File: src/hdl/pssc_pkg.sv
// Functional notes
// - Wake phases exit only after dwell elapsed and all enabled supplies good.
// - Dwell field 20:16 holds log2 cycle count, 2^n cycles, reset 16.
// - Bit 14 set gates the processor tile clock while in that state.
// - Bit 9 picks analogue converter modulation: 0 PWM 475 mA, 1 PFM 50 mA.
// - Bit 8 picks core converter modulation: 0 PWM 700 mA, 1 PFM 50 mA.
// - Bit 5 set enables the IO supply output in that state.
// - Bit 4 set enables the PLL linear regulator in that state.
// - Bit 1 analogue converter enable is read-only, fixed per state.
// - Bit 0 set enables the core converter in that state.
// - Awake register has no dwell; awake holds until a sleep request.
// - First sleep phase lasts exactly its dwell, ignoring supply status.
// - Wake phase one resets to IO supply only, dwell 16.
// - Wake phase two resets to IO, PLL and both converters, PWM, clock on.
// - State code: 0 reset,1 asleep,2 wake1,3 wake2,4 wait,5 awake,6 sleep1,7 sleep2.
// - Dwell counts cycles of the selected sequencer clock.
// - Sleep request bit is self-clearing and acts only while awake.
// - Self-clearing re-apply bit drives supplies from new awake contents.
package pssc_pkg;
   localparam logic [7:0]  OFF_CTRL   = 8'h00;
   localparam logic [7:0]  OFF_WAKE1  = 8'h10;
   localparam logic [7:0]  OFF_WAKE2  = 8'h14;
   localparam logic [7:0]  OFF_AWAKE  = 8'h18;
   localparam logic [7:0]  OFF_SLEEP1 = 8'h1c;
   localparam logic [7:0]  OFF_STATUS = 8'h24;

   localparam int          BIT_CLK_SEL   = 0;
   localparam int          BIT_SLEEP_REQ = 1;
   localparam int          BIT_REAPPLY   = 6;

   localparam int          BIT_CORE_EN   = 0;
   localparam int          BIT_ANA_EN    = 1;
   localparam int          BIT_PLL_EN    = 4;
   localparam int          BIT_IO_EN     = 5;
   localparam int          BIT_CORE_PFM  = 8;
   localparam int          BIT_ANA_PFM   = 9;
   localparam int          BIT_TILE_GATE = 14;
   localparam int          DWELL_LSB     = 16;
   localparam int          DWELL_MSB     = 20;
   localparam int          STATE_LSB     = 16;
   localparam int          STATE_MSB     = 18;

   localparam logic [31:0] MASK_TIMED = 32'h001f_4331;
   localparam logic [31:0] MASK_AWAKE = 32'h0000_4331;
   localparam logic [31:0] RST_WAKE1  = 32'h0010_0020;
   localparam logic [31:0] RST_WAKE2  = 32'h0010_0031;
   localparam logic [31:0] RST_AWAKE  = 32'h0000_0031;
   localparam logic [31:0] RST_SLEEP1 = 32'h0010_0020;
   localparam logic        ANA_WAKE1  = 1'b0;
   localparam logic        ANA_WAKE2  = 1'b1;
   localparam logic        ANA_AWAKE  = 1'b1;
   localparam logic        ANA_SLEEP1 = 1'b1;
   localparam logic        RST_CLK_SEL = 1'b0;

   typedef enum logic [7:0] {
      ST_RESET  = 8'h01,
      ST_ASLEEP = 8'h02,
      ST_WAKE1  = 8'h04,
      ST_WAKE2  = 8'h08,
      ST_AWAIT  = 8'h10,
      ST_AWAKE  = 8'h20,
      ST_SLEEP1 = 8'h40,
      ST_SLEEP2 = 8'h80
   } pssc_state_e;

   function automatic logic [2:0] pssc_code(input pssc_state_e s);
      case (s)
         ST_RESET:  pssc_code = 3'h0;
         ST_ASLEEP: pssc_code = 3'h1;
         ST_WAKE1:  pssc_code = 3'h2;
         ST_WAKE2:  pssc_code = 3'h3;
         ST_AWAIT:  pssc_code = 3'h4;
         ST_AWAKE:  pssc_code = 3'h5;
         ST_SLEEP1: pssc_code = 3'h6;
         ST_SLEEP2: pssc_code = 3'h7;
         default:   pssc_code = 3'h0;
      endcase
   endfunction
endpackage

File: src/hdl/pssc_dwell_if.sv
`timescale 1ns/1ns
interface pssc_dwell_if;
   logic       restart;
   logic       tick;
   logic [4:0] log2;
   logic       expired;
   modport seq   (output restart, output tick, output log2, input expired);
   modport timer (input restart, input tick, input log2, output expired);
endinterface

File: src/hdl/pssc_sync.sv
`timescale 1ns/1ns
module pssc_sync #(
   parameter int W = 1
) (
   input  wire logic         clk,
   input  wire logic         rst_n,
   input  wire logic [W-1:0] d,
   output logic      [W-1:0] q
);
   logic [W-1:0] meta;

   always_ff @(posedge clk) begin
      if (!rst_n) begin
         meta <= '0;
         q    <= '0;
      end else begin
         meta <= d;
         q    <= meta;
      end
   end
endmodule // pssc_sync

File: src/hdl/pssc_dwell.sv
`timescale 1ns/1ns
module pssc_dwell #(
   parameter int CNT_W = 32
) (
   input  wire logic   clk,
   input  wire logic   rst_n,
   pssc_dwell_if.timer dw
);
   if (CNT_W < 32) begin : g_bad_width
      $error("Dwell counter must hold 2^31");
   end

   logic [CNT_W-1:0] cnt;
   logic [CNT_W-1:0] limit;

   assign limit = {{(CNT_W-1){1'b0}}, 1'b1} << dw.log2;

   // Saturates at the limit so a long wait on power good never wraps
   always_ff @(posedge clk) begin
      if (!rst_n) begin
         cnt <= '0;
      end else if (dw.restart) begin
         cnt <= '0;
      end else if (dw.tick && cnt < limit) begin
         cnt <= cnt + 1'b1;
      end
   end

   assign dw.expired = (cnt >= limit) || (dw.tick && cnt == limit - 1'b1);
endmodule // pssc_dwell

File: src/hdl/pssc_top.sv
// Design decision made here: the APB register port.
`timescale 1ns/1ns
module pssc_top (
   input  wire logic        MCLK,
   input  wire logic        NRST,
   input  wire logic        PSEL,
   input  wire logic        PENABLE,
   input  wire logic        PWRITE,
   input  wire logic [7:0]  PADDR,
   input  wire logic [31:0] PWDATA,
   output logic      [31:0] PRDATA,
   output logic             PREADY,
   output logic             PSLVERR,
   input  wire logic        PGOOD_CORE,
   input  wire logic        PGOOD_ANA,
   input  wire logic        PGOOD_IO,
   input  wire logic        PGOOD_PLL,
   input  wire logic        WAKE_REQ,
   input  wire logic        SLOW_CLK_IN,
   output logic             CORE_CONV_EN,
   output logic             ANA_CONV_EN,
   output logic             CORE_CONV_PFM,
   output logic             ANA_CONV_PFM,
   output logic             IO_SUPPLY_EN,
   output logic             PLL_REG_EN,
   output logic             TILE_CLK_GATE
);
   ////////////////////////////////////////////////////////////////////////
   pssc_pkg::pssc_state_e st;
   pssc_pkg::pssc_state_e next_st;
   logic [31:0]           cfg_w1;
   logic [31:0]           cfg_w2;
   logic [31:0]           cfg_aw;
   logic [31:0]           cfg_s1;
   logic [31:0]           applied;
   logic [31:0]           next_cfg;
   logic [31:0]           rd_val;
   logic                  clk_sel;
   logic [3:0]            good;
   logic                  wake_s;
   logic                  slow_s;
   logic                  slow_d;
   logic                  slow_edge;
   logic                  all_good;
   logic                  apb_setup;
   logic                  apb_write;
   logic                  ctrl_wr;
   logic                  sleep_req;
   logic                  reapply;
   logic                  rd_ok;

   pssc_dwell_if dw ();

   ////////////////////////////////////////////////////////////////////////
   // Pins from the regulators and the slow oscillator are asynchronous
   pssc_sync #(.W(6)) u_sync (
      .clk   (MCLK),
      .rst_n (NRST),
      .d     ({SLOW_CLK_IN, WAKE_REQ, PGOOD_PLL, PGOOD_IO, PGOOD_ANA, PGOOD_CORE}),
      .q     ({slow_s, wake_s, good})
   );

   always_ff @(posedge MCLK) begin
      if (!NRST) begin
         slow_d <= 1'b0;
      end else begin
         slow_d <= slow_s;
      end
   end

   assign slow_edge = slow_s && !slow_d;

   ////////////////////////////////////////////////////////////////////////
   // Read value of a supply register with its fixed analogue enable bit
   function automatic logic [31:0] with_ana(input logic [31:0] v, input logic a);
      with_ana = v | ({31'h0, a} << pssc_pkg::BIT_ANA_EN);
   endfunction

   function automatic logic [31:0] masked(input logic [31:0] v, input logic timed);
      masked = v & (timed ? pssc_pkg::MASK_TIMED : pssc_pkg::MASK_AWAKE);
   endfunction

   ////////////////////////////////////////////////////////////////////////
   // APB slave: zero wait states, read data captured in the setup cycle
   assign apb_setup = PSEL && !PENABLE;
   assign apb_write = PSEL && PENABLE && PWRITE;
   assign PREADY    = 1'b1;
   assign ctrl_wr   = apb_write && PADDR == pssc_pkg::OFF_CTRL;
   assign sleep_req = ctrl_wr && PWDATA[pssc_pkg::BIT_SLEEP_REQ] && st == pssc_pkg::ST_AWAKE;
   assign reapply   = ctrl_wr && PWDATA[pssc_pkg::BIT_REAPPLY] && st == pssc_pkg::ST_AWAKE;

   always_comb begin
      rd_ok  = 1'b1;
      rd_val = 32'h0;
      case (PADDR)
         pssc_pkg::OFF_CTRL:   rd_val = {31'h0, clk_sel};
         pssc_pkg::OFF_WAKE1:  rd_val = with_ana(cfg_w1, pssc_pkg::ANA_WAKE1);
         pssc_pkg::OFF_WAKE2:  rd_val = with_ana(cfg_w2, pssc_pkg::ANA_WAKE2);
         pssc_pkg::OFF_AWAKE:  rd_val = with_ana(cfg_aw, pssc_pkg::ANA_AWAKE);
         pssc_pkg::OFF_SLEEP1: rd_val = with_ana(cfg_s1, pssc_pkg::ANA_SLEEP1);
         pssc_pkg::OFF_STATUS: begin
            rd_val = applied;
            rd_val[pssc_pkg::STATE_MSB:pssc_pkg::STATE_LSB] = pssc_pkg::pssc_code(st);
         end
         default:              rd_ok = 1'b0;
      endcase
   end

   always_ff @(posedge MCLK) begin
      if (!NRST) begin
         PRDATA  <= 32'h0;
         PSLVERR <= 1'b0;
      end else if (apb_setup) begin
         PRDATA  <= PWRITE ? 32'h0 : rd_val;
         PSLVERR <= !rd_ok;
      end
   end

   ////////////////////////////////////////////////////////////////////////
   // Supply registers; the analogue enable bit is never stored
   always_ff @(posedge MCLK) begin
      if (!NRST) begin
         cfg_w1 <= pssc_pkg::RST_WAKE1;
         cfg_w2 <= pssc_pkg::RST_WAKE2;
         cfg_aw <= pssc_pkg::RST_AWAKE;
         cfg_s1 <= pssc_pkg::RST_SLEEP1;
      end else if (apb_write) begin
         case (PADDR)
            pssc_pkg::OFF_WAKE1:  cfg_w1 <= masked(PWDATA, 1'b1);
            pssc_pkg::OFF_WAKE2:  cfg_w2 <= masked(PWDATA, 1'b1);
            pssc_pkg::OFF_AWAKE:  cfg_aw <= masked(PWDATA, 1'b0);
            pssc_pkg::OFF_SLEEP1: cfg_s1 <= masked(PWDATA, 1'b1);
            default:              ;
         endcase
      end
   end

   // Sleep request and re-apply are pulses, so only the clock select is held
   always_ff @(posedge MCLK) begin
      if (!NRST) begin
         clk_sel <= pssc_pkg::RST_CLK_SEL;
      end else if (ctrl_wr) begin
         clk_sel <= PWDATA[pssc_pkg::BIT_CLK_SEL];
      end
   end

   ////////////////////////////////////////////////////////////////////////
   // Sequencer
   assign all_good = &(~{applied[pssc_pkg::BIT_PLL_EN], applied[pssc_pkg::BIT_IO_EN],
                         applied[pssc_pkg::BIT_ANA_EN], applied[pssc_pkg::BIT_CORE_EN]} | good);

   always_comb begin
      next_st = st;
      case (st)
         pssc_pkg::ST_RESET:  next_st = pssc_pkg::ST_WAKE1;
         pssc_pkg::ST_ASLEEP: begin
            if (wake_s) begin
               next_st = pssc_pkg::ST_WAKE1;
            end
         end
         pssc_pkg::ST_WAKE1: begin
            if (dw.expired && all_good) begin
               next_st = pssc_pkg::ST_WAKE2;
            end
         end
         pssc_pkg::ST_WAKE2: begin
            if (dw.expired && all_good) begin
               next_st = pssc_pkg::ST_AWAIT;
            end
         end
         pssc_pkg::ST_AWAIT:  next_st = pssc_pkg::ST_AWAKE;
         pssc_pkg::ST_AWAKE: begin
            if (sleep_req) begin
               next_st = pssc_pkg::ST_SLEEP1;
            end
         end
         pssc_pkg::ST_SLEEP1: begin
            if (dw.expired) begin
               next_st = pssc_pkg::ST_SLEEP2;
            end
         end
         pssc_pkg::ST_SLEEP2: next_st = pssc_pkg::ST_ASLEEP;
         default:             next_st = pssc_pkg::ST_RESET;
      endcase
   end

   always_ff @(posedge MCLK) begin
      if (!NRST) begin
         st <= pssc_pkg::ST_RESET;
      end else begin
         st <= next_st;
      end
   end

   // Supply word for the state being entered; unconfigured states drive all off
   always_comb begin
      case (next_st)
         pssc_pkg::ST_WAKE1:  next_cfg = with_ana(cfg_w1, pssc_pkg::ANA_WAKE1);
         pssc_pkg::ST_WAKE2:  next_cfg = with_ana(cfg_w2, pssc_pkg::ANA_WAKE2);
         pssc_pkg::ST_AWAIT:  next_cfg = with_ana(cfg_aw, pssc_pkg::ANA_AWAKE);
         pssc_pkg::ST_AWAKE:  next_cfg = with_ana(cfg_aw, pssc_pkg::ANA_AWAKE);
         pssc_pkg::ST_SLEEP1: next_cfg = with_ana(cfg_s1, pssc_pkg::ANA_SLEEP1);
         default:             next_cfg = 32'h0;
      endcase
   end

   // Latched on entry so software edits mid-state do not glitch the supplies
   always_ff @(posedge MCLK) begin
      if (!NRST) begin
         applied <= 32'h0;
      end else if (next_st != st) begin
         applied <= next_cfg & ~pssc_pkg::MASK_TIMED | next_cfg & pssc_pkg::MASK_AWAKE;
      end else if (reapply) begin
         applied <= with_ana(cfg_aw, pssc_pkg::ANA_AWAKE);
      end
   end

   ////////////////////////////////////////////////////////////////////////
   // Dwell timer on the current state's field
   assign dw.restart = next_st != st;
   assign dw.tick    = clk_sel ? 1'b1 : slow_edge;

   always_comb begin
      case (st)
         pssc_pkg::ST_WAKE1:  dw.log2 = cfg_w1[pssc_pkg::DWELL_MSB:pssc_pkg::DWELL_LSB];
         pssc_pkg::ST_WAKE2:  dw.log2 = cfg_w2[pssc_pkg::DWELL_MSB:pssc_pkg::DWELL_LSB];
         pssc_pkg::ST_SLEEP1: dw.log2 = cfg_s1[pssc_pkg::DWELL_MSB:pssc_pkg::DWELL_LSB];
         default:             dw.log2 = 5'h0;
      endcase
   end

   pssc_dwell #(.CNT_W(32)) u_dwell (
      .clk   (MCLK),
      .rst_n (NRST),
      .dw    (dw)
   );

   ////////////////////////////////////////////////////////////////////////
   assign CORE_CONV_EN  = applied[pssc_pkg::BIT_CORE_EN];
   assign ANA_CONV_EN   = applied[pssc_pkg::BIT_ANA_EN];
   assign CORE_CONV_PFM = applied[pssc_pkg::BIT_CORE_PFM];
   assign ANA_CONV_PFM  = applied[pssc_pkg::BIT_ANA_PFM];
   assign IO_SUPPLY_EN  = applied[pssc_pkg::BIT_IO_EN];
   assign PLL_REG_EN    = applied[pssc_pkg::BIT_PLL_EN];
   assign TILE_CLK_GATE = applied[pssc_pkg::BIT_TILE_GATE];

   logic in_w1;
   logic in_w2;
   logic in_aw;
   logic in_s1;
   logic entered;
   assign in_w1   = st == pssc_pkg::ST_WAKE1;
   assign in_w2   = st == pssc_pkg::ST_WAKE2;
   assign in_aw   = st == pssc_pkg::ST_AWAKE;
   assign in_s1   = st == pssc_pkg::ST_SLEEP1;

   // Registered copy of the state marks the first cycle of each state
   pssc_pkg::pssc_state_e prev_st;

   always_ff @(posedge MCLK) begin
      if (!NRST) begin
         prev_st <= pssc_pkg::ST_RESET;
      end else begin
         prev_st <= st;
      end
   end

   assign entered = st != prev_st;
endmodule // pssc_top

File: config.mk
export PLATFORM = sky130hd
export DESIGN_NAME = pssc_top
export DESIGN_NICKNAME = d
export VERILOG_FILES = /design/src/hdl/pssc_pkg.sv /design/src/hdl/pssc_dwell_if.sv /design/src/hdl/pssc_sync.sv /design/src/hdl/pssc_dwell.sv /design/src/hdl/pssc_top.sv
export SDC_FILE = /design/constraint.sdc
export NUM_CORES = 1
export LEC_CHECK = 0
export BUFFER_PORTS_ARGS = -buffer_cell sky130_fd_sc_hd__buf_2
export CELL_PAD_IN_SITES_DETAIL_PLACEMENT = 1
export CELL_PAD_IN_SITES_GLOBAL_PLACEMENT = 1
export CORE_MARGIN = 2
export CORE_UTILIZATION = 49
export CTS_BUF_LIST = sky130_fd_sc_hd__clkbuf_8
export CTS_CLUSTER_SIZE = 12
export DETAILED_ROUTE_END_ITERATION = 8
export MAX_ROUTING_LAYER = met4
export PLACE_DENSITY_LB_ADDON = 0.1
export SYNTH_ARGS = -nofsm -noshare
export SYNTH_HDL_FRONTEND = slang
export SYNTH_SLANG_ARGS = --single-unit
export TNS_END_PERCENT = 10
File: constraint.sdc
create_clock -name MCLK -period 9.3 [get_ports MCLK]
set_input_delay 0.465 -clock MCLK [delete_from_list [all_inputs] [get_ports MCLK]]
set_output_delay 0.465 -clock MCLK [all_outputs]
set_load 0.01 [all_outputs]
# Word-level counts from Yosys, hierarchy flattened
# Cells that the tools add are included.
# W data, S select, Z words.
# word_totals
inputBits	51
out_inout_bits	41
reg_bits	158
wordCells	83
# classes
shifts	1
addsub	2
eq_ne	20
bitwise_logic	4
magnitude_cmp	2
n_reduce_logical	26
mux	15
# op_table
operator	count
$pmux W32 S6	1
$mux W32	3
$pmux W8 S8	1
$pmux W15 S4	1
$eq A8 B5 Y1 const B	6
$mux W8	5
$add A32 B1 Y32 const B	1
$eq A32 B32 Y1	1
$ge A32 B32 Y1	1
$lt A32 B32 Y1	1
$or A32 B15 Y32	1
$shl A1 B5 Y32 const A	1
$sub A32 B1 Y32 const B	1
$eq A8 B6 Y1 const B	3
$pmux W3 S7	1
$eq A8 B3 Y1 const B	2
$eq A8 B4 Y1 const B	2
$eq A8 B7 Y1 const B	2
$pmux W5 S3	1
$logic_and A1 B1 Y1	12
$eq A8 B1 Y1 const B	1
$eq A8 B2 Y1 const B	1
$eq A8 B8 Y1 const B	1
$logic_not A8 Y1	1
12 further kinds	19

# Depth between registers and ports, before layout
# Gate-level depths: netlist of run 1.
# depth
ltp_word	15
ltp_mapped	23
ltp_nobuf	19

# Hierarchy
# Synthesis of run 1 repeated with hierarchy kept, for this count alone.
# unflattened
hier_cells	929
area_unflattened_um2	7549.7
# by_module_without_submodules
mod	area_each_um2	cells_per_inst	instances
pssc_top	3687.3	421	1
pssc_dwell	3525.9	483	1
pssc_sync	336.6	25	1

# Worst setup path before layout of run 1
# No wires, ideal clock.
# synth_path
path_type	reg-to-reg
startpoint	register st[4]
endpoint	register applied[14]
n_path_buf	3
period_less_slack_ns	4.885
t_arrival_ns	4.763
path_slack_ns	4.415
stages_incl_launch_ff	18
cell_sequence	dfxtp_1 > buf_2 > nor4b_2 > buf_2 > nand3_1 > a22oi_2 > clkbuf_1 > nand4_1 > ha_1 > nand4_1 > or2_2 > or4_1 > a21oi_1 > nor2_1 > o22ai_4 > mux2i_1 > o41a_1 > a311o_1
# synth_via
elab_chain_len	15
elab_cells_between_ends	35
cone_classes	add/sub (1); order compare (1); eq/ne (15); shift (1); mux (9); bitwise (1); reduce/logical (7)
# synth_lines
element	line	source
start: declaration	pssc_top.sv:29	pssc_pkg::pssc_state_e st;
start signal: assignment	pssc_top.sv:189	st <= pssc_pkg::ST_RESET;
start signal: assignment	pssc_top.sv:191	st <= next_st;
$eq A8 B7 Y1 (tied with other cells)	pssc_top.sv:154, pssc_top.sv:224	
$pmux W5 S3	pssc_top.sv:224	case (st)
$shl A1 B5 Y32	pssc_dwell.sv:16	assign limit = {{(CNT_W-1){1'b0}}, 1'b1} << dw.log2;
$sub A32 B1 Y32	pssc_dwell.sv:29	assign dw.expired = (cnt >= limit) || (dw.tick && cnt == limit - 1'b1);
$eq A32 B32 Y1	pssc_dwell.sv:29	
$logic_and A1 B1 Y1	pssc_dwell.sv:29	
$logic_or A1 B1 Y1	pssc_dwell.sv:29	
$logic_and A1 B1 Y1	pssc_top.sv:162, pssc_top.sv:167	
$mux W8 (on tied branches)	pssc_top.sv:167, pssc_top.sv:162	
$pmux W8 S8	pssc_top.sv:154	case (st)
$eq A8 B6 Y1 / $eq A8 B5 Y1 (equally long branches)	pssc_top.sv:197	case (next_st)
$reduce_or A2 Y1 (no source line)	n/a	
$pmux W15 S4	pssc_top.sv:197	
$or A32 B15 Y32	pssc_top.sv:212	applied <= next_cfg & ~pssc_pkg::MASK_TIMED | next_cfg & pssc_pkg::MASK_AWAKE;
$mux W32	pssc_top.sv:211	end else if (next_st != st) begin
end signal: assignment	pssc_top.sv:212	
end signal: assignment	pssc_top.sv:214	applied <= with_ana(cfg_aw, pssc_pkg::ANA_AWAKE);
end: declaration	pssc_top.sv:35	logic [31:0] applied;
# Parallel ways exist; a longest one is shown, timed or not.
# A chain may end at the register's enable or synchronous reset.

# Final worst setup path of run 1
# layout_path
startpoint	register st[3]
endpoint	register applied[5]
# The elaborated chain is that of the path after synthesis.

==> metrics.yaml, run 1 <==
place:
  place.gp.congestion: 0.997
  place_inst: 1318
  io_buffer_count: 51
  hpwl_um: 22100
  placed_area_um2: 8590
sta:
  min_period_over_period_pct: 79.1
  relSlewSlack_pct: 19.6
  fin_tns_setup_ps: 0
  period_needed_ps: 7360
  fin_skew_ps: 16.8
  maxSlewViolCount: 0
  tightest_slew_ps: 1200
  rsz0062_at_grt: "false"
  hold_violations: 0
  max_freq_mhz: 136
  setup_viol: 0
  holdWs_ps: 210
global_route:
  antenna_found_initial: 0
  first_global_vias: 8696
  gr-total-overflow: 0
  track_usage_pct: 34.7
  grt_pass1_wl_um: 47600
  grt_max_degree: 50
clocking:
  cts_setup_buffers: 0
  cts-buffers-inserted: 17
  ctsResizeCount: 0
  cts_tree: "built"
  clock_sinks: 113
  clkTransAtPathRegs_ps: 70
  ctsHoldBuffers: 0
  clock-root-buffer: "clkbuf_8"
  max-clock-path-buffers: 2
  clk_latency_ps: 460
  cts_max_level: 4
logic_synthesis:
  synth_top_area_share_pct: 27.1
  ys_ff_latch: 113
  synthCells: 1105
  synth_area_um2: 8360
  synth.area.top_cells: "dfxtp_1 (27%), nand2_1 (6.7%), nor2_1 (5.6%)"
  ys_warn_count: 0
  synth-edff-count: 0
  async_flop_share_pct: 0
  post-synth-top-area-cell: "dfxtp_1"
  avgSynthCellArea_um2: 7.56
  synth_seq_area_share_pct: 27.1
  synth-main-ff-cell: "dfxtp_1"
  yosysUniqueCellTypes: 85
finish:
  nets: 1202
  nFillCells: 2146
  syn_to_final_growth_pct: 7.87
  design_area_um2: 9020
  fin_util_pct: 54.2
  antenna_cells: 0
  multi_input_area_um2: 5600
  ff_latch_area_um2: 2260
  stdcell_count: 1350
  drive_gt1_share_pct: 10.9
setup_path:
  criticalPathCategory: "flop to flop"
  crit_required_ps: 9650
  crit_path_start_kind: "flop"
  cp.arrival_ps: 7700
  cp-end-kind: "flop"
  worstPathMaxFanout: 33
detailed_routing:
  drt-pass1-iter-count: 6
  vias: 8656
  first_iter_violations: 572
  post_drt_wl_per_cell_um: 22.4
  vias_per_cell: 6.41
  drcViolationCount: 0
  postRouteAntennaNets: 0
  drt-total-wl_um: 30200
floorplanning:
  rows: 47
  coreArea_um2: 16600
  ioPinCount: 92
  die_w_um: 135
  dieArea_um2: 18100
  die_h_um: 135
  start_util_pct: 50.2
run_status:
  status: "finished clean"
pwr:
  peakVddDrop_uv: 85.8
  p_leak_uw: 0.00342
  powerDensity_nw_per_um2: 146
job:
  drv_cap: 0
worst_hold_path:
  hp-class: "input port to flop"
==> power by group <==
part / total, µW / leakage, µW / internal [µW] / switching, µW
clock network: 512 / 0.000223 / 280 / 233
registers: 503 / 0.000914 / 492 / 10.5
logic: 304 / 0.00228 / 103 / 202
total: 1320 / 0.00342 / 874 / 445
==> registers in the layout, summed over array words and instances (netlist names) <==
name	flops
u_dwell.cnt	32
PRDATA	12
cfg_s1	11
cfg_w1	11
cfg_w2	11
st	8
applied	7
cfg_aw	6
u_sync.meta	6
u_sync.q	6
PSLVERR	1
clk_sel	1
slow_d	1
==> synthesized netlist by cell type, types with 7 or more instances <==
master	number
nand2_1	149
nor2_1	124
dfxtp_1	113
a21oi_1	75
nand3_1	61
clkbuf_1	42
ha_1	34
mux2i_1	33
xnor2_1	33
inv_1	31
nor3_1	29
o21ai_0	29
buf_4	23
nand4_1	22
and2_1	19
a21o_1	16
buf_2	16
and3_1	15
o211ai_1	14
nand4b_1	12
xor2_1	12
and3b_1	10
nor2b_1	9
nor4_1	9
o22ai_1	9
a211oi_1	8
a22oi_1	8
a211o_1	7
nand2b_1	7
or3_1	7
==> layer usage <==
layer | up-vias | share of wire, % | GRT usage (%)
li1 | 3983 | - | -
met1 | 4245 | 40 | 40.3
met2 | 333 | 50 | 59.2
met3 | 95 | 5.1 | 5.41
met4 | 0 | 4.8 | 15.8
met5 | - | 0 | -
==> logic make-up after synthesis <==
logic type      after synthesis  share of synthesized area (%)
simple gates                503                           30.6
compound gates              254                           21.5
buf+inv                     120                           6.84
flops                       113                           27.1
xor+xnor                     45                           4.72
fa+ha+maj                    34                           5.09
mux                          34                           4.09
other cells                   2                         0.0899
==> through the flow <==
step,setup slack (ps),power (µW)
2_1_floorplan,4420,741
3_3_place_gp,2420,806
3_5_place_dp,2290,811
4_1_cts,2230,1320
5_1_grt,1790,1370
6_report,1940,1320
==> worst max-delay path, cell delays in order (launching register included) <==
cell and delay [ps]:
dfxtp_1 1030, and3b_1 290, o211ai_1 380, nand2_1 500
nor3_1 880, nand2_1 130, ha_1 340, nand4_1 100
or2_2 310, or4_1 630, a21oi_1 900, nor3_1 110
a211o_1 370, nand4_1 760, nor2_1 160, a311o_1 320
==> cell type report <==
| class | instances | area share (%) |
|---|---|---|
| flip-flops and latches | 113 | 25.1 |
| repair buffers | 63 | 3.83 |
| clock buffers | 19 | 2.90 |
| multi-input cells | 891 | 62.1 |
| clock inverters | 13 | 1.78 |
| well taps | 220 | 3.05 |
| inverters | 31 | 1.29 |
==> cells in the final DEF (no fill, tap or decap), drive strengths merged, types with 7 or more instances in the layout <==
cell type  count
nor3          31
nand4b        12
buf           63
nand2b         7
a211oi        11
o21ai         32
nor4          14
nand2        149
o211ai        16
nand4         23
o22ai         10
dfxtp        113
mux2i         33
conb          21
a21o          16
clkbuf        19
and3          15
nand3         61
and3b         10
nor2b          9
and2          19
inv           35
ha            34
xnor2         33
nor2         124
a22oi         11
xor2          12
or3            7
a211o          7
a21oi         77
==> path summary, 6_finish.rpt <==
path                                startpoint        endpoint  cells after the start  slack [ps]
worst max register to register           st[3]      applied[5]                     15        1940
worst min-delay path                  PGOOD_IO  u_sync.meta[2]                      2         210
worst max-delay path                     st[3]      applied[5]                     15        1940
worst min register to register  u_sync.meta[2]     u_sync.q[2]                      1         440
(Power assumes the default switching activity.)
==> run 2: changes to the inputs <==
ABC_AREA = 1   (was unset)
CORE_UTILIZATION = 43   (was 49)
clock period = 7.7 ns   (was 9.3 ns; I/O delays follow)
==> run 2 against run 1 <==
  * Clock skew shrank 1.5 ps
  * Design area shrank 1.5%
  * Highest routed layer unchanged
  * Synthesized cell count grew 14%
  * Combinational power shrank 30%
  * Sequential share of layout area grew 0.39 points
  * Clock power grew 33%
  * Critical path depth grew 13
  * Sequential power grew 20%
  * Via count shrank 3.6%
  * Critical endpoint is now u_dwell.cnt[26]
==> metrics.yaml, run 2 <==
run_status:
  status: "finished clean"
detailed_routing:
  post_drt_wl_per_cell_um: 17.0  # -24%
  drcViolationCount: 0  # unchanged
  first_iter_violations: 370  # -35%
  vias_per_cell: 5.37  # -16%
  drt-pass1-iter-count: 5  # -1
  postRouteAntennaNets: 0  # unchanged
  drt-total-wl_um: 26300  # -13%
  vias: 8346  # -3.6%
pwr:
  combPwrFrac_pct: 14.2  # -8.9 points
  p_leak_uw: 0.00416  # +22%
  internal-power_uw: 1050  # +20%
  powerDensity_nw_per_um2: 169  # +15%
  p_sw_uw: 452  # +1.6%
  seq_power_share_pct: 40.2  # +2.1 points
  swShare_pct: 30.2  # -3.6 points
  clkPwrFrac_pct: 45.6  # +6.8 points
  peakVddDrop_uv: 155  # +81%
logic_synthesis:
  yosysUniqueCellTypes: 56  # -34%
  synth-edff-count: 0  # unchanged
  async_flop_share_pct: 0  # unchanged
  ys_ff_latch: 113  # unchanged
  synth_top_family_by_area: "simple AND/OR/NAND/NOR gates"
  synthTopCellsByCount: "nand2_1 (302), inv_1 (166), nor2_1 (153)"
  synth_area_um2: 8060  # -3.6%
  synth_xor_area_share_pct: 2.07  # -2.7 points
  synth.area.top_cells: "dfxtp_1 (28%), nand2_1 (14%), inv_1 (7.7%)"
  ys_warn_count: 0  # unchanged
  synth_seq_area_share_pct: 28.1  # +1.0 points
  synth-main-ff-cell: "dfxtp_1"
  synth.most_common_cell: "nand2_1"
  post-synth-top-area-cell: "dfxtp_1"
  synthSimpleGateAreaFrac_pct: 39.5  # +8.9 points
  synth_compound_area_share_pct: 12.9  # -8.6 points
  synth.area.mux_share_pct: 0  # -4.1 points
  avgSynthCellArea_um2: 6.39  # -16%
  synth_top_area_share_pct: 28.1  # +1.0 points
  synth_adder_area_share_pct: 5.28  # +0.19 points
  synthCells: 1261  # +14%
finish:
  design_area_um2: 8880  # -1.5%
  layout_commonest_cell: "nand2_1"
  largest_registers: "u_dwell.cnt x32, PRDATA x12"
  drive_gt1_share_pct: 12.2  # +1.3 points
  nets: 1393  # +16%
  syn_to_final_growth_pct: 10.2
  largest_register_ffs: 32  # unchanged
  antenna_cells: 0  # unchanged
  stdcell_count: 1554  # +15%
  top_register: "u_dwell.cnt"
  layout_common_cells: "nand2_1 (302), inv_1 (166), nor2_1 (153)"
place:
  place.gp.congestion: 0.910  # -8.7%
  dp_slack_ps: 1390  # -906 ps
  io_buffer_count: 51  # unchanged
  placed_area_um2: 8420  # -2.1%
  hpwl_um: 20000  # -9.7%
  place_inst: 1523  # +16%
job:
  drv_cap: 0  # unchanged
clocking:
  ctsResizeCount: 0  # unchanged
  cts_tree: "built"
  clock-root-buffer: "clkbuf_8"
  ctsHoldBuffers: 0  # unchanged
  clk_latency_ps: 460  # about the same
  cts_max_level: 4  # unchanged
  cts_setup_buffers: 0  # unchanged
  max-clock-path-buffers: 2  # unchanged
  clock_sinks: 113  # unchanged
  cts-buffers-inserted: 17  # unchanged
  clkTransAtPathRegs_ps: 80  # about the same
setup_path:
  criticalPathCategory: "flop to flop"
  cpPeakStageDelay_ps: 490  # -540 ps
  slowest_stage: "nor4_1"
  worstPathMaxFanout: 23  # -30%
  crit_required_ps: 8080  # -1570 ps
  crit_path_start_kind: "flop"
  cp.arrival_ps: 6800  # -900 ps
  cp-end-kind: "flop"
sta:
  maxSlewViolCount: 0  # unchanged
  setup_viol: 0  # unchanged
  tightest_slew_ps: 1050  # -157 ps
  min_period_over_period_pct: 83.4  # +4.3 points
  fin_skew_ps: 15.3  # -1.53 ps
  finalWorstSetupSlack_ps: 1280  # -667 ps
  relSlewSlack_pct: 29.9  # +10 points
  fin_tns_setup_ps: 0  # unchanged
  max_freq_mhz: 156  # +15%
  period_needed_ps: 6420  # -933 ps
  rsz0062_at_grt: "false"
  hold_violations: 0  # unchanged
floorplanning:
  coreArea_um2: 18500  # +11%
  die_h_um: 141  # +4.7%
  ioPinCount: 92  # unchanged
  rows: 50  # +6.4%
  start_util_pct: 43.5  # -6.7 points
  die_w_um: 141  # +4.7%
  dieArea_um2: 19800  # +9.5%
global_route:
  first_global_vias: 8459  # -2.7%
  track_usage_pct: 28.2  # -6.5 points
  antenna_found_initial: 0  # unchanged
  grt_max_degree: 57  # +14%
  grt_pass1_wl_um: 43300  # -9.1%
  gr-total-overflow: 0  # unchanged
worst_hold_path:
  hp-class: "input port to flop"
-- run 2: cell count changes after synthesis, sizes merged, moves of 15 or more --
cell    change
clkbuf     -30
nor2       +52
mux2i      -33
nand2     +161
o21ai      +22
nand4      +23
nand3      +36
a21o       -15
and2       -18
xnor2      -30
inv       +145
-- run 2: power groups by stage --
stage / sequential, µW / clock [µW] / combinational (µW)
after floorplan: 618 / 0 / 152
after global placement: 615 / 0 / 208
after detailed placement: 616 / 0 / 211
after CTS: 602 / 694 / 212
after global routing: 603 / 717 / 240
final: 602 / 683 / 213
-- run 2: layout make-up --
class / count / area [µm²]
fillers: 2542 / 9640
repair buffers: 57 / 300
well taps: 234 / 293
inverters: 178 / 668
clock inverters: 14 / 228
clock buffers: 17 / 234
flip-flops and latches: 113 / 2260
multi-input cells: 941 / 4890
-- run 2: metrics by stage --
stage                     total power, µW  util (%)  hold WS [ps]
after floorplan                       770         -           390
after global placement                824      45.5           393
after detailed placement              827      45.5           405
after CTS                            1510      47.9          81.0
after global routing                 1560      47.9          99.0
final                                1500      47.9          94.6
-- run 2: critical path, delay by kind of cell, from the launching register on --
family / cells / cell delay (ps)
AOI/OAI and AO/OA: 2 / 180
and+or+nand+nor: 20 / 4650
DFF: 1 / 340
buffers and inverters: 5 / 840
adders and majority gates: 1 / 320
-- run 2: kinds of logic (layout without fill, tap and decap cells) --
kind of cell,Yosys count,after routing
AOI/OAI and AO/OA,179,179
buffers and inverters,226,266
adders and majority gates,34,34
DFF,113,113
xor gates and xnor gates,19,19
other,2,21
and+or+nand+nor,688,688
-- run 2: path summary, 6_finish.rpt --
check | startpoint | endpoint | slack [ps] | depth (start not counted)
setup / recovery | st[3] | u_dwell.cnt[26] | 1280 | 28
hold / removal | PGOOD_CORE | u_sync.meta[0] | 90 | 3
setup reg to reg | st[3] | u_dwell.cnt[26] | 1280 | 28
hold reg to reg | u_sync.meta[4] | u_sync.q[4] | 420 | 2
-- run 2: per-layer routing --
metal / share of wire, % / track usage, % / up-vias
met3: 3.2 / 3.97 / 37
met4: 2.2 / 9.26 / 0
li1: - / - / 4195
met5: 0 / - / -
met2: 51 / 50.7 / 147
met1: 44 / 32.3 / 3967
==> run 3: changes to the inputs <==
ABC_AREA = 0   (was 1)
CORE_UTILIZATION = 41   (was 43)
clock period = 5.7 ns   (was 7.7 ns; I/O delays follow)
==> run 3 against run 2 <==
  * Die area up 8.5%
  * Clock power up 17%
  * Utilization down 1.1 points
  * Wire length up 20%
  * Sequential cell count unchanged
  * Cell count down 7.1%
  * Largest cell class unchanged
  * Highest routed layer unchanged
==> metrics.yaml, run 3 (synthesis gave the netlist of run 1 again) <==
run_status:
  status: "finished clean"
sta:
  fin_skew_ps: 15.5  # +0.205 ps
  rsz0062_at_grt: "false"
  hold_violations: 0  # unchanged
  setup_viol: 0  # unchanged
  tightest_slew_ps: 1070  # +24.0 ps
  fin_tns_setup_ps: 0  # unchanged
  holdWs_ps: 36.7  # -57.9 ps
  max_freq_mhz: 187  # +20%
  min_period_over_period_pct: 94.0  # +11 points
  relSlewSlack_pct: 28.5  # -1.4 points
  maxSlewViolCount: 0  # unchanged
  period_needed_ps: 5360  # -1070 ps
finish:
  nets: 1245  # -11%
  largest_register_ffs: 32  # unchanged
  antenna_cells: 0  # unchanged
  layout_common_cells: "nand2_1 (149), nor2_1 (122), dfxtp_1 (113)"
  fin_util_pct: 46.8  # -1.1 points
  design_area_um2: 9410  # +6.0%
  largest_registers: "u_dwell.cnt x32, PRDATA x12"
  layout_commonest_cell: "nand2_1"
  top_register: "u_dwell.cnt"
  syn_to_final_growth_pct: 12.6
  drive_gt1_share_pct: 14.6  # +2.4 points
setup_path:
  cpPeakStageDelay_ps: 640  # +150 ps
  worstPathMaxFanout: 16  # -30%
  criticalPathCategory: "flop to flop"
  crit_chain: "and3b_1 -> o211ai_1 -> nand2_1 -> buf_4 -> nor2_1 -> nand2_1 -> ha_1 -> nand4_1 -> or2_2 -> or4_1 -> a21oi_1 -> buf_4 -> nor2_1 -> nand3_1 -> a21boi_0 -> o41a_1 -> a311o_1"
  slowest_stage: "or4_1"
  crit_path_start_kind: "flop"
  cp.arrival_ps: 5700  # -1100 ps
  cp-end-kind: "flop"
  crit_required_ps: 6040  # -2040 ps
job:
  drv_cap: 0  # unchanged
pwr:
  swShare_pct: 35.1  # +4.9 points
  p_total_uw: 2170  # +45%
  clkPwrFrac_pct: 37.0  # -8.6 points
  p_sw_uw: 761  # +68%
  peakVddDrop_uv: 137  # -12%
  powerDensity_nw_per_um2: 230  # +36%
  seq_power_share_pct: 38.0  # -2.2 points
  internal-power_uw: 1410  # +34%
  p_leak_uw: 0.00360  # -14%
  combPwrFrac_pct: 25.0  # +11 points
clocking:
  cts-buffers-inserted: 17  # unchanged
  max-clock-path-buffers: 2  # unchanged
  clk_latency_ps: 450  # about the same
  clock_sinks: 113  # unchanged
  cts_max_level: 4  # unchanged
  clock-root-buffer: "clkbuf_8"
  clkTransAtPathRegs_ps: 80  # about the same
  cts_tree: "built"
floorplanning:
  die_w_um: 147  # +4.2%
  die_h_um: 147  # +4.2%
  dieArea_um2: 21500  # +8.5%
  rows: 52  # +4.0%
  coreArea_um2: 20100  # +8.6%
  ioPinCount: 92  # unchanged
  start_util_pct: 41.6  # -1.9 points
detailed_routing:
  vias: 8549  # +2.4%
  drt-pass1-iter-count: 5  # unchanged
  drcViolationCount: 0  # unchanged
  wl_met2_um: 15200  # +14%
  first_iter_violations: 584  # +58%
  post_drt_wl_per_cell_um: 21.9  # +29%
  wl_met1_um: 14000  # +21%
  drt-total-wl_um: 31600  # +20%
  wl_met3_um: 1010  # +20%
  vias_per_cell: 5.92  # +10%
  postRouteAntennaNets: 0  # unchanged
  top_layer: "met4"
place:
  place.gp.congestion: 0.974  # +7.0%
  io_buffer_count: 51  # unchanged
  placed_area_um2: 8980  # +6.7%
  hpwl_um: 24100  # +21%
global_route:
  gr-total-overflow: 0  # unchanged
  first_global_vias: 8594  # +1.6%
  grt_max_degree: 49  # -14%
  grt_pass1_wl_um: 49600  # +15%
  antenna_found_initial: 0  # unchanged
  track_usage_pct: 30.5  # +2.3 points
worst_hold_path:
  hp-class: "input port to flop"
## run 3: layer usage
layer  vias to the layer above  track usage, %
li1                       4068               -
met3                        65            3.79
met4                         0            13.4
met1                      4217            37.3
met2                       199            50.6
met5                         -               -
## run 3: worst paths after layout
| path | startpoint | endpoint | slack, ps | cells past startpoint |
|---|---|---|---|---|
| worst max-delay path | st[3] | applied[9] | 340 | 17 |
| worst min-delay path | PGOOD_PLL | u_sync.meta[3] | 40 | 2 |
| worst max register to register | st[3] | applied[9] | 340 | 17 |
| worst min register to register | u_sync.meta[0] | u_sync.q[0] | 420 | 1 |
## run 3: worst max-delay path, delay by kind of cell (launching register included)
kind | cells | cell delay [ps]
DFF | 1 | 620
buffers and inverters | 2 | 480
adders and majority gates | 1 | 320
AOI/OAI and AO/OA | 5 | 1310
and+or+nand+nor | 9 | 2530
## run 3: timing repair
item,CTS,global route
hold buffers,0,0
resized for setup,0,3
setup buffers,0,2
endpoints found under the hold margin,0,0
setup endpoints to repair,0,39
## run 3: power groups by stage
stage	clock, µW	combinational [µW]	sequential (µW)
2_1_floorplan	0	378	831
3_3_place_gp	0	524	842
3_5_place_dp	0	529	842
4_1_cts	820	532	824
5_1_grt	851	583	828
6_report	801	542	825
## run 3: area by class of cell
cell class / instances / area, µm²
fill: 2547 / 10700
sequential: 113 / 2260
multi-input combinational: 891 / 5610
inverter: 31 / 116
tap: 270 / 338
clock buffer: 18 / 248
timing repair buffer: 106 / 681
clock inverter: 14 / 155
## run 3: stage by stage
stage          cells  setup WS (ps)
2_1_floorplan   1124            815
3_3_place_gp    1409            287
3_5_place_dp    1409            204
4_1_cts         1441            199
5_1_grt         1443           1.09
6_report        1443            342
